**src/design/pan_pkg.sv**
```systemverilog
// Package for the PHY auto-negotiation and identifier register bank
package pan_pkg;

   // Register word indices; byte address is four times the index
   localparam logic [5:0] PAN_IDX_CTRL = 6'h00;
   localparam logic [5:0] PAN_IDX_STAT = 6'h01;
   localparam logic [5:0] PAN_IDX_ID   = 6'h03;
   localparam logic [5:0] PAN_IDX_ADV  = 6'h04;
   localparam logic [5:0] PAN_IDX_LP   = 6'h05;

   localparam int         PAN_ADDR_W   = 8;
   localparam int         PAN_DATA_W   = 32;
   localparam int         PAN_REG_W    = 16;

   // Field positions
   localparam int         PAN_CTRL_RESTART_BIT = 9;
   localparam int         PAN_STAT_DONE_BIT    = 5;
   localparam int         PAN_ID_OUI_LSB       = 10;
   localparam int         PAN_ID_MODEL_LSB     = 4;
   localparam int         PAN_ID_REV_LSB       = 0;

   // Writable bits of the advertisement word and visible bits of the partner word
   localparam logic [15:0] PAN_ADV_WR_MASK = 16'h3DFF;
   localparam logic [15:0] PAN_LP_RD_MASK  = 16'h2FFF;

   // Reset values
   localparam logic [4:0] PAN_SEL_8023     = 5'h01;
   localparam logic [1:0] PAN_PAUSE_RST    = 2'h0;
   localparam logic       PAN_TX_RST       = 1'b1;

   // Pause codes, same in advertisement and partner words
   localparam logic [1:0] PAN_PAUSE_NONE = 2'h0;
   localparam logic [1:0] PAN_PAUSE_SYM  = 2'h1;
   localparam logic [1:0] PAN_PAUSE_ASYM = 2'h2;
   localparam logic [1:0] PAN_PAUSE_BOTH = 2'h3;

   // Ability word layout, shared by advertisement and partner registers
   typedef struct packed {
      logic       next_page;
      logic       ack;
      logic       remote_fault;
      logic       spare12;
      logic [1:0] pause;
      logic       t4;
      logic       tx_fd;
      logic       tx;
      logic       t10_fd;
      logic       t10;
      logic [4:0] selector;
   } pan_ability_t;

   // Strap capture sequencer
   typedef enum logic [3:0] {
      PAN_ST_WAIT1 = 4'b0001,
      PAN_ST_WAIT2 = 4'b0010,
      PAN_ST_TAKE  = 4'b0100,
      PAN_ST_RUN   = 4'b1000
   } pan_state_t;

endpackage : pan_pkg

```
**src/design/pan_pause_resolve.sv**
```systemverilog
// Pause resolution at the end of auto-negotiation
`timescale 1ns/1ps
`default_nettype none
module pan_pause_resolve
   import pan_pkg::*;
(
   input  wire logic       clock,
   input  wire logic       resetn,
   input  wire logic       resolve,
   input  wire logic       clear,
   input  wire logic [1:0] local_pause,
   input  wire logic [1:0] partner_pause,
   output var  logic [1:0] pause_mode
);

   logic [1:0] common;
   logic [1:0] pick;

   assign common = local_pause & partner_pause;
   // Symmetric wins over asymmetric so only one setting is ever taken
   assign pick   = common[0] ? PAN_PAUSE_SYM :
                   common[1] ? PAN_PAUSE_ASYM : PAN_PAUSE_NONE;

   always_ff @(posedge clock or negedge resetn) begin
      if (!resetn) begin
         pause_mode <= PAN_PAUSE_NONE;
      end else if (resolve) begin
         // Completion in the same cycle as a restart keeps the new result
         pause_mode <= pick;
      end else if (clear) begin
         pause_mode <= PAN_PAUSE_NONE;
      end
   end

endmodule : pan_pause_resolve
`default_nettype wire

```
**src/design/pan_regs.sv**
```systemverilog
// APB register bank for PHY identifier, advertisement and partner ability
//
// Implementation choice: register access over APB.
`timescale 1ns/1ps
`default_nettype none
// Notes on behaviour
// - Identifier word bits 15..10 give fixed organisation identifier bits 19 to 24
// - Identifier word bits 9..4 give a fixed six-bit model number
// - Identifier word bits 3..0 give a fixed four-bit revision number
// - Advertisement bit 13 remote fault is writable, resets to zero
// - Advertisement pause field bits 11..10 is writable, resets to zero
// - With both pause kinds advertised, completion selects at most one pause setting
// - Advertisement bits 8, 6, 5 reset from the speed-select strap
// - Advertisement bit 7, 100 Mbit ability, is writable and resets to one
// - Advertisement selector field is writable and resets to the IEEE 802.3 code
// - Partner next-page bit is read-only zero; next pages are not supported
// - Partner acknowledge bit always reads zero
// - Partner pause field is read-only, resets to zero, same codes
// - Partner 100BASE-T4 bit is read-only, resets to zero
// - Partner fault and speed bits read-only, reset zero; selector resets to 00001
// - Self-clearing restart control restarts negotiation using current advertisement
module pan_regs
   import pan_pkg::*;
#(
   parameter logic [5:0] OUI_BITS = 6'h15,   // Arbitrary identity value
   parameter logic [5:0] MODEL    = 6'h2A,   // Arbitrary identity value
   parameter logic [3:0] REVISION = 4'h1     // Arbitrary identity value
)
(
   input  wire logic                  clock,
   input  wire logic                  resetn,
   input  wire logic                  psel,
   input  wire logic                  penable,
   input  wire logic                  pwrite,
   input  wire logic [PAN_ADDR_W-1:0] paddr,
   input  wire logic [PAN_DATA_W-1:0] pwdata,
   input  wire logic [3:0]            pstrb,
   output var  logic [PAN_DATA_W-1:0] prdata,
   output var  logic                  pready,
   output var  logic                  pslverr,
   input  wire logic                  speed_sel,
   input  wire logic                  lcw_valid,
   input  wire pan_ability_t          lcw_word,
   input  wire logic                  an_complete,
   output var  pan_ability_t          adv_word,
   output var  logic                  an_restart,
   output var  logic [1:0]            pause_mode
);

   // Strap synchroniser and capture sequencer
   logic       strap_meta;
   logic       strap_sync;
   pan_state_t state;
   pan_state_t next_state;

   // Register storage
   pan_ability_t adv;
   pan_ability_t lp;
   logic         done_seen;
   logic         done_prev;

   // Bus decode
   logic [5:0]  word_idx;
   logic        aligned;
   logic        hit_ctrl;
   logic        hit_stat;
   logic        hit_id;
   logic        hit_adv;
   logic        hit_lp;
   logic        mapped;
   logic        setup;
   logic        access;
   logic        wr_en;
   logic [15:0] lane_mask;
   logic [15:0] wdata16;
   logic [15:0] id_word;
   logic [15:0] stat_word;
   logic [15:0] lp_view;
   logic [15:0] rd_word;
   logic [15:0] adv_bits;
   logic [15:0] adv_merge;
   logic        wr_adv;
   logic        wr_restart;
   logic        done_rise;
   logic        take_strap;

   // ------------------------------------------------------------------
   // Strap input: two flip-flops before anything reads it
   // ------------------------------------------------------------------
   always_ff @(posedge clock or negedge resetn) begin
      if (!resetn) begin
         strap_meta <= 1'b0;
         strap_sync <= 1'b0;
      end else begin
         strap_meta <= speed_sel;
         strap_sync <= strap_meta;
      end
   end

   // Wait for the synchroniser to fill, take the strap once, then run
   always_comb begin
      next_state = state;
      unique case (state)
         PAN_ST_WAIT1: begin
            next_state = PAN_ST_WAIT2;
         end
         PAN_ST_WAIT2: begin
            next_state = PAN_ST_TAKE;
         end
         PAN_ST_TAKE: begin
            next_state = PAN_ST_RUN;
         end
         PAN_ST_RUN: begin
            next_state = PAN_ST_RUN;
         end
         default: begin
            next_state = PAN_ST_WAIT1;
         end
      endcase
   end

   always_ff @(posedge clock or negedge resetn) begin
      if (!resetn) begin
         state <= PAN_ST_WAIT1;
      end else begin
         state <= next_state;
      end
   end

   assign take_strap = (state == PAN_ST_TAKE);

   // ------------------------------------------------------------------
   // APB decode
   // ------------------------------------------------------------------
   assign word_idx  = paddr[7:2];
   assign aligned   = (paddr[1:0] == 2'h0);
   assign hit_ctrl  = aligned && (word_idx == PAN_IDX_CTRL);
   assign hit_stat  = aligned && (word_idx == PAN_IDX_STAT);
   assign hit_id    = aligned && (word_idx == PAN_IDX_ID);
   assign hit_adv   = aligned && (word_idx == PAN_IDX_ADV);
   assign hit_lp    = aligned && (word_idx == PAN_IDX_LP);
   assign mapped    = hit_ctrl | hit_stat | hit_id | hit_adv | hit_lp;
   assign setup     = psel && !penable;
   assign access    = psel && penable && pready;
   assign wr_en     = access && pwrite && mapped;

   // Only the two low byte lanes carry register bits
   assign lane_mask = {{8{pstrb[1]}}, {8{pstrb[0]}}};
   assign wdata16   = pwdata[15:0];

   // Read-only words ignore writes; only control and advertisement change
   assign wr_adv     = wr_en && hit_adv;
   assign wr_restart = wr_en && hit_ctrl && pstrb[1]
                       && wdata16[PAN_CTRL_RESTART_BIT];

   // ------------------------------------------------------------------
   // Read views
   // ------------------------------------------------------------------
   assign id_word = {OUI_BITS, MODEL, REVISION};

   // Next page, acknowledge and bit 12 are masked to zero
   assign lp_view = lp & PAN_LP_RD_MASK;

   assign stat_word = {{(PAN_REG_W-PAN_STAT_DONE_BIT-1){1'b0}},
                       done_seen,
                       {(PAN_STAT_DONE_BIT-2){1'b0}},
                       pause_mode};

   assign rd_word = hit_id   ? id_word   :
                    hit_adv  ? adv       :
                    hit_lp   ? lp_view   :
                    hit_stat ? stat_word :
                    16'h0000;

   // ------------------------------------------------------------------
   // APB answer: one setup cycle, then access with pready already high
   // ------------------------------------------------------------------
   always_ff @(posedge clock or negedge resetn) begin
      if (!resetn) begin
         pready  <= 1'b0;
         pslverr <= 1'b0;
      end else begin
         pready  <= setup;
         pslverr <= setup && !mapped;
      end
   end

   always_ff @(posedge clock or negedge resetn) begin
      if (!resetn) begin
         prdata <= '0;
      end else if (setup && !pwrite) begin
         prdata <= {{(PAN_DATA_W-PAN_REG_W){1'b0}}, rd_word};
      end else if (access) begin
         prdata <= '0;
      end
   end

   // ------------------------------------------------------------------
   // Advertisement register
   // ------------------------------------------------------------------
   assign adv_bits  = (adv & ~(PAN_ADV_WR_MASK & lane_mask))
                      | (wdata16 & PAN_ADV_WR_MASK & lane_mask);
   assign adv_merge = adv_bits;

   always_ff @(posedge clock or negedge resetn) begin
      if (!resetn) begin
         adv.next_page    <= 1'b0;
         adv.ack          <= 1'b0;
         adv.remote_fault <= 1'b0;
         adv.spare12      <= 1'b0;
         adv.pause        <= PAN_PAUSE_RST;
         adv.t4           <= 1'b0;
         adv.tx_fd        <= 1'b0;
         adv.tx           <= PAN_TX_RST;
         adv.t10_fd       <= 1'b0;
         adv.t10          <= 1'b0;
         adv.selector     <= PAN_SEL_8023;
      end else if (take_strap) begin
         // Strap picks the default speed abilities once after reset
         adv.tx_fd  <= strap_sync;
         adv.t10_fd <= strap_sync;
         adv.t10    <= strap_sync;
      end else if (wr_adv) begin
         adv <= adv_merge;
      end
   end

   assign adv_word = adv;

   // ------------------------------------------------------------------
   // Restart pulse, self-clearing
   // ------------------------------------------------------------------
   always_ff @(posedge clock or negedge resetn) begin
      if (!resetn) begin
         an_restart <= 1'b0;
      end else begin
         an_restart <= wr_restart;
      end
   end

   // ------------------------------------------------------------------
   // Partner ability register
   // ------------------------------------------------------------------
   always_ff @(posedge clock or negedge resetn) begin
      if (!resetn) begin
         lp.next_page    <= 1'b0;
         lp.ack          <= 1'b0;
         lp.remote_fault <= 1'b0;
         lp.spare12      <= 1'b0;
         lp.pause        <= PAN_PAUSE_NONE;
         lp.t4           <= 1'b0;
         lp.tx_fd        <= 1'b0;
         lp.tx           <= 1'b0;
         lp.t10_fd       <= 1'b0;
         lp.t10          <= 1'b0;
         lp.selector     <= PAN_SEL_8023;
      end else if (lcw_valid) begin
         lp           <= lcw_word;
         lp.next_page <= 1'b0;
         lp.ack       <= 1'b0;
      end
   end

   // ------------------------------------------------------------------
   // Completion tracking and pause resolution
   // ------------------------------------------------------------------
   assign done_rise = an_complete && !done_prev;

   always_ff @(posedge clock or negedge resetn) begin
      if (!resetn) begin
         done_prev <= 1'b0;
         done_seen <= 1'b0;
      end else begin
         done_prev <= an_complete;
         if (done_rise) begin
            done_seen <= 1'b1;
         end else if (an_restart) begin
            done_seen <= 1'b0;
         end
      end
   end

   pan_pause_resolve u_pause (
      .clock         (clock),
      .resetn        (resetn),
      .resolve       (done_rise),
      .clear         (an_restart),
      .local_pause   (adv.pause),
      .partner_pause (lp.pause),
      .pause_mode    (pause_mode)
   );

endmodule : pan_regs
`default_nettype wire

```
**config.mk**
```make
export PLATFORM = sky130hd
export DESIGN_NAME = pan_regs
export DESIGN_NICKNAME = d
export VERILOG_FILES = /design/src/design/pan_pkg.sv /design/src/design/pan_pause_resolve.sv /design/src/design/pan_regs.sv
export SDC_FILE = /design/constraint.sdc
export NUM_CORES = 1
export LEC_CHECK = 0
export BUFFER_PORTS_ARGS = -buffer_cell sky130_fd_sc_hd__buf_2
export CORE_UTILIZATION = 42
export DETAILED_ROUTE_END_ITERATION = 10
export PLACE_DENSITY = 0.77
export SLEW_MARGIN = 20
export SYNTH_ARGS = -nofsm -noshare
export SYNTH_HDL_FRONTEND = slang
export SYNTH_SLANG_ARGS = --single-unit
```
**constraint.sdc**
```tcl
create_clock -name clock -period 1.94 [get_ports clock]
set_clock_uncertainty 0.15 [all_clocks]
set_input_delay 0.097 -clock clock [delete_from_list [all_inputs] [get_ports clock]]
set_output_delay 0.097 -clock clock [all_outputs]
set_load 0.05 [all_outputs]
```
==> impl_results.md <==
- Worst Setup Start Kind: flop
- Worst slew margin: 0.611
- Mean number of vias per cell: 5.07
- Hold Vio Cnt, Final: 0
- Status: completed
- Core ar.: 5640 µm²
- Crit end category: flop
- Crit Path Max Fanout: 6
- Leakage: 0.00171 µW
- Setup Viol. Count Final: 0
- WL/cell: 14.7 µm
- Area Growth Syn to Fin: 34.8%
- CTS root buf: clkbuf_8
- Post-synthesis sequential area ratio: 0.538
- Die H: 79.5 µm
- Class of the worst hold path: input pin to flop
- DP Worst Slack: -0.0275 ns
- Initial antenna violation count: 0
- WHS: 0.0311 ns
- Power after layout: 2160 µW
- Arrival @ worst endpoint: 1.93 ns
- Total grt overflow: 0
- RSZ-0062 raised after global routing: false
- Largest net degree at the start of global routing: 32
- Cts bufs inserted: 5
- Ant diodes: 0
- Clock buffer depth: 2
- Final Net Count: 399
- Distinct cells, synth: 44
- Clock slew at reported path FFs: 0.09 ns
- Final worst path period share: 0.973
- Maximum vdd drop: 0.000392 V
- Rows: 27
- Clock Latency Late Sink: 0.30 ns
- Die X: 79.5 µm
- # IOs: 121
- Top-area cell type share of the netlist area: 0.496
- Avg Inst Size Synth: 11.9 µm²
- Ys Warns: 0
- Starting DRT DRC Count: 90
- Synth area leaders: dfrtp_1 50%, mux2_2 8.5%, buf_4 6.0%
- Worst slew pin tran: 0.583 ns
- Post-Route WL: 5940 µm
- CTS tree: yes
- Max cap viols: 0
- CTS H-tree depth: 2
- Critical path required time: 1.98 ns
- Setup ws final: 0.0519 ns
- Global-route wire length before repair: 9670 µm
- Fmax: 530 MHz
- Power Density: 635 nW/µm²
- Share of layout cells above drive strength 1: 0.383
- Synth area leader: dfrtp_1
- Initial DRT Pass Iterations: 4
- Synthesized cell area: 2520 µm²
- Starting density of the core: 0.447
- Syn Inst Count: 212
- Final min period: 1.89 ns
- Flop and latch count out of synthesis: 54
- Total number of vias: 2049
- CP Class: flop to flop
- Vias in the first global route: 2074
- Port buffer count: 77
- Sink Count: 54
- Placer congestion estimate: 0.864
- Final Core Density: 0.603
- # Post-CTS Setup Buffers: 0
- Fin. max-slew vios: 0
- Detailed Place HPWL: 4190 µm
- Gr usage total: 0.203
- Final antenna-violating net count: 0
- Die area: 6320 µm²
- DRC Markers: 0
==> path summary, 6_finish.rpt <==
path | depth (start not counted) | slack [ns] | end | from
worst max-delay path | 3 | 0.05 | flop | state[1]$_DFF_PN0_
worst min-delay path | 3 | 0.03 | pready$_DFF_PN0_ | penable
worst max register to register | 3 | 0.05 | flop | state[1]$_DFF_PN0_
worst min register to register | 0 | 0.21 | strap_sync$_DFF_PN0_ | strap_meta$_DFF_PN0_
max in group asynchronous | 3 | 0.83 | async pin | resetn
min in group asynchronous | 2 | 0.18 | adv_word[6]$_DFFE_PN0P_ | resetn
==> final cells by class <==
class / instances / area [µm²]
Fill cell: 456 / 2240
Sequential cell: 54 / 1360
Multi-Input combinational cell: 144 / 1030
Timing Repair Buffer: 122 / 823
Tap cell: 72 / 90.1
Clock buffer: 7 / 76.3
Inverter: 4 / 15.0
Clock inverter: 1 / 7.51
==> worst max-delay path: stages (launching register included) <==
cell and delay, ns:
dfrtp_1 0.41, or4b_1 0.57, and4_1 0.32, mux2_2 0.32
==> routing by layer <==
metal | track usage | part of all wire | up-vias
li1 | - | - | 959
met4 | 0.0709 | 0.022 | 0
met5 | 0 | 0 | -
met3 | 0.0446 | 0.058 | 12
met2 | 0.337 | 0.49 | 84
met1 | 0.259 | 0.43 | 994
==> cell usage in the layout, fill, tap and decap left out, drive strengths merged, types with 4 or more instances in the layout <==
| master | count |
|---|---|
| a21oi | 7 |
| buf | 87 |
| clkbuf | 7 |
| conb | 20 |
| dfrtp | 50 |
| dfstp | 4 |
| dlygate4sd3 | 35 |
| inv | 4 |
| mux2 | 23 |
| mux2i | 12 |
| nand2 | 15 |
| nor2 | 5 |
| nor3 | 5 |
| nor4b | 4 |
| o21ai | 16 |
==> where the power goes <==
part / internal [µW] / switching [µW] / leakage [µW]
Clock: 256 / 351 / 0.0000385
Combinational: 144 / 223 / 0.000982
Sequential: 1160 / 21.6 / 0.000686
Total: 1560 / 595 / 0.00171
==> through the flow <==
| step | TNS [ns] | cell area (µm²) | cells |
|---|---|---|---|
| final | 0 | 3400 | 404 |
| after global routing | 0 | 3400 | 404 |
| after CTS | 0 | 3400 | 404 |
| after detailed placement | -0.0776 | 2960 | 361 |
| after global placement | 0 | 2960 | 361 |
| after floorplan | 0 | 2590 | 231 |
==> Yosys cell counts, drive strengths merged <==
master / instances
nand2: 15
and2: 1
inv: 4
nand3b: 3
a21oi: 7
nor2: 5
a22o: 3
dfrtp: 50
mux2: 23
a21o: 1
xnor2: 1
nor2b: 2
nand4: 3
nand2b: 3
nor4: 3
and3: 1
nor3b: 1
o22ai: 1
o2111ai: 2
a211o: 1
mux2i: 12
nor3: 5
clkbuf: 5
o21ai: 16
nand3: 1
buf: 24
or4b: 1
and4: 2
nand4b: 2
nor4b: 4
a31o: 1
or4: 2
and4bb: 1
conb: 1
dfstp: 4
a31oi: 1
==> cell families after synthesis <==
family,synth area share
simple gates,0.141
flops,0.538
mux,0.156
compound gates,0.0779
buf+inv,0.0823
xor+xnor,0.00347
other cells,0.00149
==> what timing repair did <==
action	4_1_cts	5_1_grt
endpoints found under the setup margin	0	1
hold endpoints to repair	55	0
gates resized for setup	0	1
hold buffers	35	0
(Power assumes the default switching activity.)
